[src/include/task_file_pkg.sv]
// Shared constants and types for the shadow task-file register bank
package task_file_pkg;

    localparam logic [9:0] ADDR_DATA     = 10'h1f0;
    localparam logic [9:0] ADDR_FEATURE  = 10'h1f1;
    localparam logic [9:0] ADDR_COUNT    = 10'h1f2;
    localparam logic [9:0] ADDR_BYTE0    = 10'h1f3;
    localparam logic [9:0] ADDR_BYTE1    = 10'h1f4;
    localparam logic [9:0] ADDR_BYTE2    = 10'h1f5;
    localparam logic [9:0] ADDR_SELECT   = 10'h1f6;
    localparam logic [9:0] ADDR_COMMAND  = 10'h1f7;
    localparam logic [9:0] ADDR_CONTROL  = 10'h3f6;

    // Control register fields
    localparam int CTL_UPPER_SEL  = 7;
    localparam int CTL_SOFT_RESET = 2;
    localparam int CTL_INT_DIS    = 1;
    localparam logic [7:0] CTL_WRITE_MASK = 8'h86;

    // Status register fields
    localparam int ST_BUSY  = 7;
    localparam int ST_READY = 6;
    localparam int ST_DREQ  = 3;
    localparam int ST_ERR   = 0;

    // Select register fields
    localparam int SEL_LBA_MODE = 6;
    localparam int SEL_DRIVE    = 4;

    // Fault code fields
    localparam int ERR_ABORTED = 2;

    localparam logic [7:0] RST_STATUS     = 8'h80;
    localparam logic [7:0] RST_DIAG_CODE  = 8'h01;
    localparam logic [7:0] RST_COUNT      = 8'h01;
    localparam logic [7:0] RST_BYTE0      = 8'h01;
    localparam logic [7:0] RST_BYTE       = 8'h00;
    localparam logic [7:0] RST_SELECT     = 8'h00;
    localparam logic [7:0] RST_CONTROL    = 8'h00;

    // Status bits valid after busy clears
    localparam int STATUS_SETTLE_NS = 400;
    localparam int CLK_PERIOD_NS    = 8;
    localparam int SETTLE_CYCLES    =
        (STATUS_SETTLE_NS / CLK_PERIOD_NS) < 1 ? 1 :
        (STATUS_SETTLE_NS / CLK_PERIOD_NS);

    // Host access from the serial frame layer
    typedef struct packed {
        logic       rd;
        logic       wr;
        logic [9:0] addr;
        logic [15:0] wdata;
    } host_access_t;

    // Completion update from command execution
    typedef struct packed {
        logic       done;
        logic       fail;
        logic       abort;
        logic [7:0] diag_code;
        logic       diag_valid;
        logic [15:0] remaining;
        logic [47:0] address;
        logic [3:0] head;
    } completion_t;

    typedef struct packed {
        logic [7:0] cur;
        logic [7:0] prev;
    } byte_pair_t;

endpackage

[src/ata_shadow_task_file.sv]
// Shadow task-file register bank facing the host through the serial link
`timescale 1ns/1ns

module ata_shadow_task_file
    import task_file_pkg::*;
#(
    parameter int SETTLE = SETTLE_CYCLES
)(
    input  wire logic         i_clk_sys,
    input  wire logic         i_rstn,
    input  wire host_access_t i_host,
    output logic [15:0]       o_rdata,
    input  wire completion_t  i_cmpl,
    input  wire logic         i_exec_ready,
    input  wire logic         i_data_req,
    input  wire logic         i_irq_event,
    input  wire logic         i_fifo_wvalid,
    input  wire logic [15:0]  i_fifo_wdata,
    input  wire logic         i_drive_slot,
    output logic              o_cmd_start,
    output logic [7:0]        o_cmd_code,
    output logic [15:0]       o_sector_count,
    output logic [16:0]       o_sector_count_28,
    output logic [47:0]       o_lba,
    output logic              o_lba_mode,
    output logic [3:0]        o_head_count_m1,
    output logic [15:0]       o_feature,
    output logic [15:0]       o_data_to_dev,
    output logic              o_data_to_dev_stb,
    output logic              o_drive_reset,
    output logic              o_host_interrupt_request_o,
    output logic              o_host_interrupt_request_oe
);

    initial
    begin
        if (SETTLE < 1)
            $error("SETTLE must be at least one cycle");
    end

    ////////////////////////////////////////////////////////////////////////
    // Registers

    logic [7:0]  control_r;
    logic [7:0]  status_r;
    logic [7:0]  fault_r;
    logic [7:0]  select_r;
    logic [7:0]  command_r;
    logic [15:0] data_r;
    byte_pair_t  feature_r;
    byte_pair_t  count_r;
    byte_pair_t  byte0_r;
    byte_pair_t  byte1_r;
    byte_pair_t  byte2_r;
    logic        irq_pending_r;
    logic        ready_hold_r;
    logic        settle_busy_r;
    logic [$clog2(SETTLE+1)-1:0] settle_cnt_r;
    logic        start_r;

    logic wr_cmd;
    logic rd_status;
    logic soft_reset;
    logic busy;

    assign soft_reset = control_r[CTL_SOFT_RESET];
    assign busy       = status_r[ST_BUSY];
    assign wr_cmd     = i_host.wr && (i_host.addr != ADDR_CONTROL);
    // Alternate status read is excluded here on purpose
    assign rd_status  = i_host.rd && (i_host.addr == ADDR_COMMAND);

    ////////////////////////////////////////////////////////////////////////
    // Control block

    always_ff @(posedge i_clk_sys)
    begin
        if (!i_rstn)
            control_r <= RST_CONTROL;
        else if (i_host.wr && i_host.addr == ADDR_CONTROL)
            control_r <= i_host.wdata[7:0] & CTL_WRITE_MASK;
    end

    // Whole drive, both slots, held while the bit stays set
    assign o_drive_reset = !i_rstn || soft_reset;

    ////////////////////////////////////////////////////////////////////////
    // Command block writes; shadow pairs shift on each write accepted while not busy

    function automatic byte_pair_t push(input byte_pair_t p,
                                        input logic [7:0] b);
        push.prev = p.cur;
        push.cur  = b;
    endfunction

    always_ff @(posedge i_clk_sys)
    begin
        if (!i_rstn || soft_reset)
        begin
            feature_r <= '0;
            count_r   <= '{cur: RST_COUNT, prev: 8'h00};
            byte0_r   <= '{cur: RST_BYTE0, prev: 8'h00};
            byte1_r   <= '{cur: RST_BYTE, prev: 8'h00};
            byte2_r   <= '{cur: RST_BYTE, prev: 8'h00};
            select_r  <= RST_SELECT;
        end
        else if (i_cmpl.done)
        begin
            // Completion posts the current address back
            count_r.cur  <= i_cmpl.fail ? i_cmpl.remaining[7:0] : 8'h00;
            count_r.prev <= i_cmpl.fail ? i_cmpl.remaining[15:8] : 8'h00;
            byte0_r.cur  <= i_cmpl.address[7:0];
            byte0_r.prev <= i_cmpl.address[31:24];
            byte1_r.cur  <= i_cmpl.address[15:8];
            byte1_r.prev <= i_cmpl.address[39:32];
            byte2_r.cur  <= i_cmpl.address[23:16];
            byte2_r.prev <= i_cmpl.address[47:40];
            select_r[3:0] <= i_cmpl.head;
        end
        else if (wr_cmd && !busy)
        begin
            case (i_host.addr)
                ADDR_FEATURE: feature_r <= push(feature_r, i_host.wdata[7:0]);
                ADDR_COUNT:   count_r   <= push(count_r, i_host.wdata[7:0]);
                ADDR_BYTE0:   byte0_r   <= push(byte0_r, i_host.wdata[7:0]);
                ADDR_BYTE1:   byte1_r   <= push(byte1_r, i_host.wdata[7:0]);
                ADDR_BYTE2:   byte2_r   <= push(byte2_r, i_host.wdata[7:0]);
                ADDR_SELECT:  select_r  <= i_host.wdata[7:0];
                default:      ;
            endcase
        end
    end

    // Data port: host writes go to the device buffer, device fills reads
    always_ff @(posedge i_clk_sys)
    begin
        if (!i_rstn)
            data_r <= 16'h0000;
        else if (i_fifo_wvalid)
            data_r <= i_fifo_wdata;
        else if (wr_cmd && i_host.addr == ADDR_DATA)
            data_r <= i_host.wdata;
    end

    always_ff @(posedge i_clk_sys)
    begin
        if (!i_rstn)
            o_data_to_dev_stb <= 1'b0;
        else
            o_data_to_dev_stb <= wr_cmd && i_host.addr == ADDR_DATA;
    end
    assign o_data_to_dev = data_r;

    // Command code write launches execution the next cycle
    always_ff @(posedge i_clk_sys)
    begin
        if (!i_rstn || soft_reset)
        begin
            command_r <= 8'h00;
            start_r   <= 1'b0;
        end
        else
        begin
            start_r <= wr_cmd && !busy && i_host.addr == ADDR_COMMAND;
            if (wr_cmd && !busy && i_host.addr == ADDR_COMMAND)
                command_r <= i_host.wdata[7:0];
        end
    end
    assign o_cmd_start = start_r;
    assign o_cmd_code  = command_r;

    ////////////////////////////////////////////////////////////////////////
    // Status and fault code

    always_ff @(posedge i_clk_sys)
    begin
        if (!i_rstn || soft_reset)
            fault_r <= RST_DIAG_CODE;
        else if (i_cmpl.done)
        begin
            if (i_cmpl.diag_valid)
                fault_r <= i_cmpl.diag_code;
            else
            begin
                fault_r <= 8'h00;
                fault_r[ERR_ABORTED] <= i_cmpl.abort;
            end
        end
    end

    // Ready held across an error until the host reads status
    always_ff @(posedge i_clk_sys)
    begin
        if (!i_rstn)
            ready_hold_r <= 1'b0;
        else if (i_cmpl.done && (i_cmpl.fail || i_cmpl.abort))
            ready_hold_r <= 1'b1;
        else if (rd_status)
            ready_hold_r <= 1'b0;
    end

    always_ff @(posedge i_clk_sys)
    begin
        if (!i_rstn || soft_reset)
            status_r <= RST_STATUS;
        else
        begin
            if (start_r)
                status_r[ST_BUSY] <= 1'b1;
            else if (i_cmpl.done)
            begin
                status_r[ST_BUSY] <= 1'b0;
                status_r[ST_ERR]  <= i_cmpl.fail || i_cmpl.abort;
            end
            else if (status_r[ST_BUSY] && i_exec_ready && !start_r
                     && command_r == 8'h00)
                status_r[ST_BUSY] <= 1'b0;
            if (!ready_hold_r)
                status_r[ST_READY] <= i_exec_ready;
            status_r[ST_DREQ] <= i_data_req;
            status_r[2:1] <= 2'b00;
        end
    end

    // Settle window after each completion; bits read as zero until it ends
    always_ff @(posedge i_clk_sys)
    begin
        if (!i_rstn || soft_reset)
        begin
            settle_busy_r <= 1'b0;
            settle_cnt_r  <= '0;
        end
        else if (i_cmpl.done)
        begin
            settle_busy_r <= 1'b1;
            settle_cnt_r  <= '0;
        end
        else if (settle_busy_r)
        begin
            if (settle_cnt_r == ($clog2(SETTLE+1))'(SETTLE - 1))
                settle_busy_r <= 1'b0;
            else
                settle_cnt_r <= settle_cnt_r + 1'b1;
        end
    end

    logic [7:0] status_view;
    always_comb
    begin
        status_view = status_r;
        if (busy || settle_busy_r)
            status_view = {busy, 7'b0000000};
    end

    ////////////////////////////////////////////////////////////////////////
    // Interrupt

    always_ff @(posedge i_clk_sys)
    begin
        if (!i_rstn || soft_reset)
            irq_pending_r <= 1'b0;
        else if (i_irq_event || i_cmpl.done)
            irq_pending_r <= 1'b1;                       // set wins
        else if (rd_status)
            irq_pending_r <= 1'b0;
    end

    logic drive_selected;
    assign drive_selected = select_r[SEL_DRIVE] == i_drive_slot;
    assign o_host_interrupt_request_oe =
        !control_r[CTL_INT_DIS] && drive_selected;
    assign o_host_interrupt_request_o =
        o_host_interrupt_request_oe && irq_pending_r;

    ////////////////////////////////////////////////////////////////////////
    // Read mux

    function automatic logic [7:0] pick(input byte_pair_t p,
                                        input logic hi);
        pick = hi ? p.prev : p.cur;
    endfunction

    logic hi_sel;
    assign hi_sel = control_r[CTL_UPPER_SEL];

    always_ff @(posedge i_clk_sys)
    begin
        if (!i_rstn)
            o_rdata <= 16'h0000;
        else if (i_host.rd)
        begin
            if (i_host.addr == ADDR_CONTROL)
                o_rdata <= {8'h00, status_view};
            else if (busy)
                o_rdata <= {8'h00, status_view};
            else
            begin
                case (i_host.addr)
                    ADDR_DATA:    o_rdata <= data_r;
                    ADDR_FEATURE: o_rdata <= {8'h00, fault_r};
                    ADDR_COUNT:   o_rdata <= {8'h00, pick(count_r, hi_sel)};
                    ADDR_BYTE0:   o_rdata <= {8'h00, pick(byte0_r, hi_sel)};
                    ADDR_BYTE1:   o_rdata <= {8'h00, pick(byte1_r, hi_sel)};
                    ADDR_BYTE2:   o_rdata <= {8'h00, pick(byte2_r, hi_sel)};
                    ADDR_SELECT:  o_rdata <= {8'h00, select_r};
                    ADDR_COMMAND: o_rdata <= {8'h00, status_view};
                    default:      o_rdata <= 16'h0000;
                endcase
            end
        end
    end

    ////////////////////////////////////////////////////////////////////////
    // Decoded parameters for command execution

    assign o_lba_mode     = select_r[SEL_LBA_MODE];
    assign o_feature      = {feature_r.prev, feature_r.cur};
    assign o_sector_count = {count_r.prev, count_r.cur};
    assign o_sector_count_28 = (count_r.cur == 8'h00) ?
        17'd256 : {9'h000, count_r.cur};
    assign o_lba = o_lba_mode ?
        {byte2_r.prev, byte1_r.prev, byte0_r.prev,
         byte2_r.cur, byte1_r.cur, byte0_r.cur} :
        {20'h00000, select_r[3:0], byte2_r.cur, byte1_r.cur,
         byte0_r.cur};
    assign o_head_count_m1 = select_r[3:0];

endmodule // ata_shadow_task_file

[config.mk]
export PLATFORM = sky130hd
export DESIGN_NAME = ata_shadow_task_file
export DESIGN_NICKNAME = d
export VERILOG_FILES = /design/src/include/task_file_pkg.sv /design/src/ata_shadow_task_file.sv
export SDC_FILE = /design/constraint.sdc
export NUM_CORES = 1
export LEC_CHECK = 0
export BUFFER_PORTS_ARGS = -buffer_cell sky130_fd_sc_hd__buf_2
export CORE_MARGIN = 5
export CORE_UTILIZATION = 35
export DETAILED_ROUTE_END_ITERATION = 8
export PLACE_DENSITY = 0.6
export SYNTH_ARGS = -nofsm -noshare
export SYNTH_HDL_FRONTEND = slang
export SYNTH_SLANG_ARGS = --single-unit
[constraint.sdc]
create_clock -name i_clk_sys -period 1.91 [get_ports i_clk_sys]
set_input_delay 0.191 -clock i_clk_sys [delete_from_list [all_inputs] [get_ports i_clk_sys]]
set_output_delay 0.191 -clock i_clk_sys [all_outputs]
set_load 0.02 [all_outputs]
==> metrics.cfg, run 1 <==
[clock_network]
ctsResizeCount = 0
ctsLongestPathBuffers = 2
cts-buffers-inserted = 17
clock_insertion_delay_worst_skew_ps = 420
root_buffer = clkbuf_16
numClockSinks = 154
cts.clk_slew.worst_paths_ps = 60
tritoncts = built
cts.htree.levels = 4

[timing]
maxSlewHeadroom = 0.595
tightest_slew_ps = 607
fmax_mhz = 535
timing.final.hold_violations = 0
post-route-period-util = 0.978
worst_setup_slack_after_layout_ps = 41.9
grt_setup_unrepaired = no
clock_skew_ps = 13.3
fin_crit_ps = 1870
maxSlewViolCount = 0
fin_setup_tns_ps = 0
setup-violations-final = 0

[floorplanning]
dieArea_um2 = 25100
dieHeight_um = 159
die_w_um = 159
core_region_area_um2 = 21800
floorplan.io_pins = 278
rows = 54
start_util = 0.355

[critical_path]
timing.critical_path.slowest_stage_cell = dfxtp_2
cpLargestDelayFamily = compound AO/OA/AOI/OAI gates
timing.critical_path.slowest_cell_delay_ps = 450
worst_ep_arrival_time_ps = 2170
cp.buffers_inverters = 1
path_cells = buf_12 > mux2i_1 > a211oi_1 > a31oi_1 > o22ai_1 > a221o_1
worstSetupPathType = register to register
crit_required_ps = 2210
endpoint_type_of_the_worst_setup_path = register
timing.critical_path.from_type = register
timing.critical_path.fanout_max = 11

[synth]
syn_area_per_cell_um2 = 8.73
summed_instance_area_of_the_synthesized_netlist_um2 = 7730
synth.lib_cells_used.distinct = 58
syn_inst = 885
synth_seq_cells = 154
synth-warning-count = 0
async_reset_ff_frac = 0
synth_top_flop_cell = dfxtp_1
yosysSeqAreaShare = 0.399
synth_enable_flop_cells = 0

[run]
drv_cap = 0

[drt]
drc_errors = 0
dr_total_vias = 7401
ant_nets = 0
routed_wire_length_per_instance_um = 20.3
drt_iter0_drc = 534
drt_pre_antenna_iters = 6
route.detailed.vias_per_inst = 5.23
detail_route.wirelength_um = 28800

[power_and_ir_drop]
combinationalPowerShare = 0.138
worst_ir_drop_vdd_mv = 0.443
pwr-share-seq = 0.433
switching_share = 0.270
power.clock.fraction = 0.429
power.internal_mw = 5.92
power.leakage_nw = 4.16
net_switching_power_mw = 2.18
powerDensity_nw_per_um2 = 805

[min_path]
worst_hold_path_type = input port to register

[grt]
grt_first_pass_wirelength_um = 41800
number_of_global_route_vias_before_repair = 6914
number_of_antenna_violations_at_the_first_check_in_global_routing = 2
grt_start_max_net_pins = 53
grt-ovfl-total = 0
track_usage = 0.220

[place]
dpl.hpwl_um = 21600
routabilityCongestion = 0.921
port_buffers = 269
post-place-ws_ps = -105

[final_layout]
finalCoreUtilization = 0.463
area.growth.synth_to_final_pct = 30.2
share_of_final_layout_standard_cells_stronger_than_drive_strength_1 = 0.342
fin_nets = 1254

[status]
outcome = finished, final reports clean

what timing repair did:
item	4_1_cts	5_1_grt
hold buffers	6	0
hold endpoints to repair	6	0
buffers inserted	0	0
cells by family (layout without fill, tap and decap cells):
group / count (synthesis) / in the layout / share of synthesized area
AO/OA/AOI/OAI: 258 / 258 / 0.195
AND/OR/NAND/NOR: 223 / 223 / 0.153
flip-flops: 154 / 154 / 0.399
buffers and inverters: 133 / 375 / 0.0881
multiplexers: 108 / 108 / 0.155
XOR/XNOR: 6 / 6 / 0.00680
adder cells (fa/ha/maj): 2 / 2 / 0.00324
other: 1 / 10 / 0.000485
layout by cell type, fill, tap and decap left out, drive strengths merged, types with 6 or more instances in the layout:
cell type	instances
a211oi	20
a21oi	107
a22oi	22
and2	27
buf	327
clkbuf	20
clkinv	9
conb	8
dfxtp	154
dlygate4sd3	6
inv	8
mux2i	94
mux4	9
nand2	67
nand2b	7
nand4	7
nor2	49
nor2b	25
nor3	11
nor4	10
o211ai	8
o21ai	77
stage by stage:
| stage | cells | power [mW] | cell area (µm²) | hold WS, ps |
|---|---|---|---|---|
| finish | 1416 | 8.10 | 10100 | 19.8 |
| global route | 1415 | 8.42 | 10100 | 10.4 |
| CTS | 1414 | 8.18 | 10100 | 6.43 |
| detailed placement | 1376 | 4.68 | 9400 | 423 |
| global placement | 1376 | 4.67 | 9400 | 411 |
| floorplan | 892 | 4.21 | 7760 | 313 |
registers in the layout, summed over array words and instances, names as in the netlist:
signal,count
byte0_r,16
byte1_r,16
byte2_r,16
o_data_to_dev,16
o_feature,16
o_rdata,16
o_sector_count,16
fault_r,8
o_cmd_code,8
select_r,8
settle_cnt_r,6
status_r,4
control_r,3
irq_pending_r,1
o_cmd_start,1
o_data_to_dev_stb,1
ready_hold_r,1
settle_busy_r,1
path summary, 6_finish.rpt:
check	from	end	slack [ps]	depth (start not counted)
max	control_r[7]$_SDFFE_PN0P_	o_rdata[6]$_SDFFE_PN0P_	40	6
min	i_cmpl[70]	fault_r[1]$_SDFFE_PP0P_	20	3
max reg2reg	control_r[7]$_SDFFE_PN0P_	o_rdata[6]$_SDFFE_PN0P_	40	6
min reg2reg	o_feature[14]$_SDFFE_PP0P_	o_feature[14]$_SDFFE_PP0P_	450	2
worst min-delay path: stages:
cell and delay, ps:
buf_2 80, a22oi_1 50, nor2_1 80
layout make-up:
class	count	area (µm²)
Antenna cell	2	5.00
Clock buffer	20	457
Clock inverter	12	148
Fill cell	2180	11700
Inverter	10	38.8
Multi-Input combinational cell	605	4000
Sequential cell	154	3080
Tap cell	280	350
Timing Repair Buffer	333	1980
layer usage:
layer,track usage,share of wire,up-vias,wire (µm)
met2,0.358,0.48,249,13900
met4,0.0573,0.014,2,390
li1,-,-,3572,-
met1,0.300,0.44,3553,12600
met3,0.0427,0.065,25,1860
met5,0,0.00024,-,7
power by group through the flow:
| stage | sequential (mW) | combinational (mW) | clock (mW) |
|---|---|---|---|
| floorplan | 3.58 | 0.631 | 0 |
| global placement | 3.57 | 1.10 | 0 |
| detailed placement | 3.57 | 1.11 | 0 |
| CTS | 3.50 | 1.12 | 3.55 |
| global route | 3.52 | 1.21 | 3.68 |
| finish | 3.50 | 1.12 | 3.48 |
Yosys cell counts, types with 10 or more instances:
library cell    n  area, µm²
a211oi_1       20        150
a21oi_1       107        536
a22oi_1        22        165
and2_1         25        156
buf_2          10       50.1
buf_4          37        278
clkbuf_1       66        248
dfxtp_1       154       3080
mux2i_1        94        941
nand2_1        67        251
nor2_1         49        184
nor2b_1        25        156
nor3_1         10       50.1
o21ai_0        77        385
Note: power is estimated with default switching activity, not from simulation.
==> run 2: changes to the inputs <==
--- a/config.mk
+++ b/config.mk
@@ -9,7 +9,7 @@
 export CORE_MARGIN = 5
 export CORE_UTILIZATION = 35
 export DETAILED_ROUTE_END_ITERATION = 8
-export PLACE_DENSITY = 0.6
+export PLACE_DENSITY = 0.58
 export SYNTH_ARGS = -nofsm -noshare
 export SYNTH_HDL_FRONTEND = slang
 export SYNTH_SLANG_ARGS = --single-unit
==> constraint.sdc (replaced) <==
create_clock -name i_clk_sys -period 2.04 [get_ports i_clk_sys]
set_input_delay 0.204 -clock i_clk_sys [delete_from_list [all_inputs] [get_ports i_clk_sys]]
set_output_delay 0.204 -clock i_clk_sys [all_outputs]
set_load 0.02 [all_outputs]
==> run 2 against run 1 <==
Clock power is 15% lower. Via count is 1.4% lower. Sequential share of layout area is 0.63 points higher. Sequential power is 6.3% lower. Die area stayed put. Cell count is 0.99% lower. Critical endpoint is now o_lba[28]. Highest routed layer is now met4.
==> metrics.cfg, run 2 (synthesized netlist as in run 1, its figures left out) <==
[floorplanning]
core_region_area_um2 = 21800  ; unchanged
floorplan.io_pins = 278  ; unchanged
dieArea_um2 = 25100  ; unchanged
start_util = 0.355  ; unchanged
rows = 54  ; unchanged
dieHeight_um = 159  ; unchanged
die_w_um = 159  ; unchanged

[timing]
maxSlewHeadroom = 0.505  ; -0.0899
maxSlewViolCount = 0  ; unchanged
clock_skew_ps = 10.1  ; -3.22 ps
grt_setup_unrepaired = no
timing.final.hold_violations = 0  ; unchanged
setup-violations-final = 0  ; unchanged
tightest_slew_ps = 741  ; +134 ps
post-route-period-util = 0.933
fin_crit_ps = 1900
fmax_mhz = 525

[power_and_ir_drop]
power.clock.fraction = 0.408  ; -0.021
pwr-share-seq = 0.451  ; +0.018
totalPowerFinal_mw = 7.26  ; -10%
powerDensity_nw_per_um2 = 736  ; -8.5%
net_switching_power_mw = 2.14  ; -1.8%
switching_share = 0.295  ; +0.0258
power.internal_mw = 5.12  ; -14%
power.leakage_nw = 4.05  ; -2.8%
worst_ir_drop_vdd_mv = 0.530  ; +20%
combinationalPowerShare = 0.141  ; +0.003

[critical_path]
endpoint_type_of_the_worst_setup_path = output port
r2r_start = control_r[7]$_SDFFE_PN0P_
worst_ep_arrival_time_ps = 1700  ; -470 ps
worstSetupPathType = register to output port
reg2regPathDepth = 6  ; unchanged
timing.critical_path.fanout_max = 16  ; +5
crit_required_ps = 1840  ; -370 ps
reg2reg_slack_ps = 140  ; +100 ps
timing.critical_path.from_type = register
r2r_end = o_rdata[3]$_SDFFE_PN0P_

[drt]
drt_pre_antenna_iters = 5  ; -1
drc_errors = 0  ; unchanged
route.detailed.vias_per_inst = 5.21  ; -0.37%
dr_total_vias = 7301  ; -1.4%
detail_route.wirelength_um = 28200  ; -2.1%
wl_met3_um = 2000  ; +7.3%
detail_route.wirelength.met1_um = 12000  ; -4.9%
routed_wire_length_per_instance_um = 20.1  ; -1.2%
ant_nets = 0  ; unchanged
top_layer = met4
drt_iter0_drc = 621  ; +16%
met2RoutedLength_um = 13600  ; -2.4%

[clock_network]
numClockSinks = 154  ; unchanged
root_buffer = clkbuf_16
cts_setup_buffers = 0  ; unchanged
tritoncts = built
ctsLongestPathBuffers = 2  ; unchanged
cts-buffers-inserted = 17  ; unchanged
clock_insertion_delay_worst_skew_ps = 430  ; about the same
cts.clk_slew.worst_paths_ps = 60  ; about the same
ctsResizeCount = 0  ; unchanged
cts.htree.levels = 4  ; unchanged
cts_hold_buf = 3  ; -3

[min_path]
timing.hold.worst.start = i_cmpl[76]
worst_hold_path_type = input port to register
hold-path-cell-count = 3  ; unchanged
whs_endpoint = fault_r[7]$_SDFFE_PP0P_

[grt]
number_of_global_route_vias_before_repair = 6801  ; -1.6%
number_of_antenna_violations_at_the_first_check_in_global_routing = 3  ; +1
grt-ovfl-total = 0  ; unchanged
track_usage = 0.216  ; -0.00418
grt_first_pass_wirelength_um = 41100  ; -1.6%
grt_start_max_net_pins = 59  ; +11%

[place]
routabilityCongestion = 0.899  ; -2.5%
dpl.cell_count = 1363  ; -0.94%
port_buffers = 269  ; unchanged
postPlaceCellArea_um2 = 9280  ; -1.2%
dpl.hpwl_um = 20800  ; -3.7%

[final_layout]
fin_nets = 1238  ; -1.3%
share_of_final_layout_standard_cells_stronger_than_drive_strength_1 = 0.336  ; -0.00584
n_fill_cell = 2222  ; +1.9%
finish.instance_area_um2 = 9860  ; -2.0%
layout.cells.most_common = buf_2
finalCoreUtilization = 0.453  ; -0.00926
layout.cells.most_common_list = buf_2 (269), dfxtp_1 (153), a21oi_1 (107)
area.growth.synth_to_final_pct = 27.6
area_of_the_multi_input_gates_um2 = 4000  ; -0.13%
area.sequential_um2 = 3080  ; unchanged
post_layout_nonfiller_instances = 1402  ; -0.99%

[run]
drv_cap = 0  ; unchanged

[status]
outcome = finished, final reports clean

## run 2: worst max-delay path: stages, from the launching register on
cell and delay [ps]:
dfxtp_1 620, buf_4 300, and2_1 180, buf_2 170
## run 2: layout make-up
cell class | count | share of cell area
tap | 280 | 0.0355
multi-input combinational | 605 | 0.405
sequential | 154 | 0.313
clock buffer | 17 | 0.0431
clock inverter | 15 | 0.0119
inverter | 10 | 0.00393
antenna | 4 | 0.00101
timing repair buffer | 317 | 0.186
## run 2: stage by stage
step	setup TNS (ps)	setup WS (ps)	hold slack [ps]
floorplan	-621	-62.3	326
global placement	-76.0	-8.30	426
CTS	0	117	9.89
finish	0	137	21.1
global route	0	46.5	33.7
detailed placement	-321	-26.5	426
## run 2: power by group through the flow
stage	clock (mW)	sequential, mW	combinational, mW
global route	3.11	3.29	1.11
CTS	3.00	3.27	1.02
floorplan	0	3.35	0.591
finish	2.96	3.28	1.02
global placement	0	3.34	1.01
detailed placement	0	3.34	1.02
## run 2: metal layers
layer / global-route usage / up-vias
met5: 0 / -
met4: 0.0715 / 0
met3: 0.0492 / 38
met2: 0.348 / 277
met1: 0.286 / 3442
li1: - / 3544
## run 2: worst max path at each step
stage                             start                    endpoint  slack (ps)  cells after the start
2_1_floorplan                i_host[19]   o_feature[0]$_SDFFE_PP0P_         -60                      8
3_3_place_gp                 i_host[19]  o_feature[12]$_SDFFE_PP0P_          -8                      6
3_5_place_dp                 i_host[19]  o_feature[12]$_SDFFE_PP0P_         -30                      6
4_1_cts        select_r[6]$_SDFFE_PP0P_                   o_lba[28]         120                      3
5_1_grt        select_r[6]$_SDFFE_PP0P_                   o_lba[28]          50                      3
6_report       select_r[6]$_SDFFE_PP0P_                   o_lba[28]         140                      3
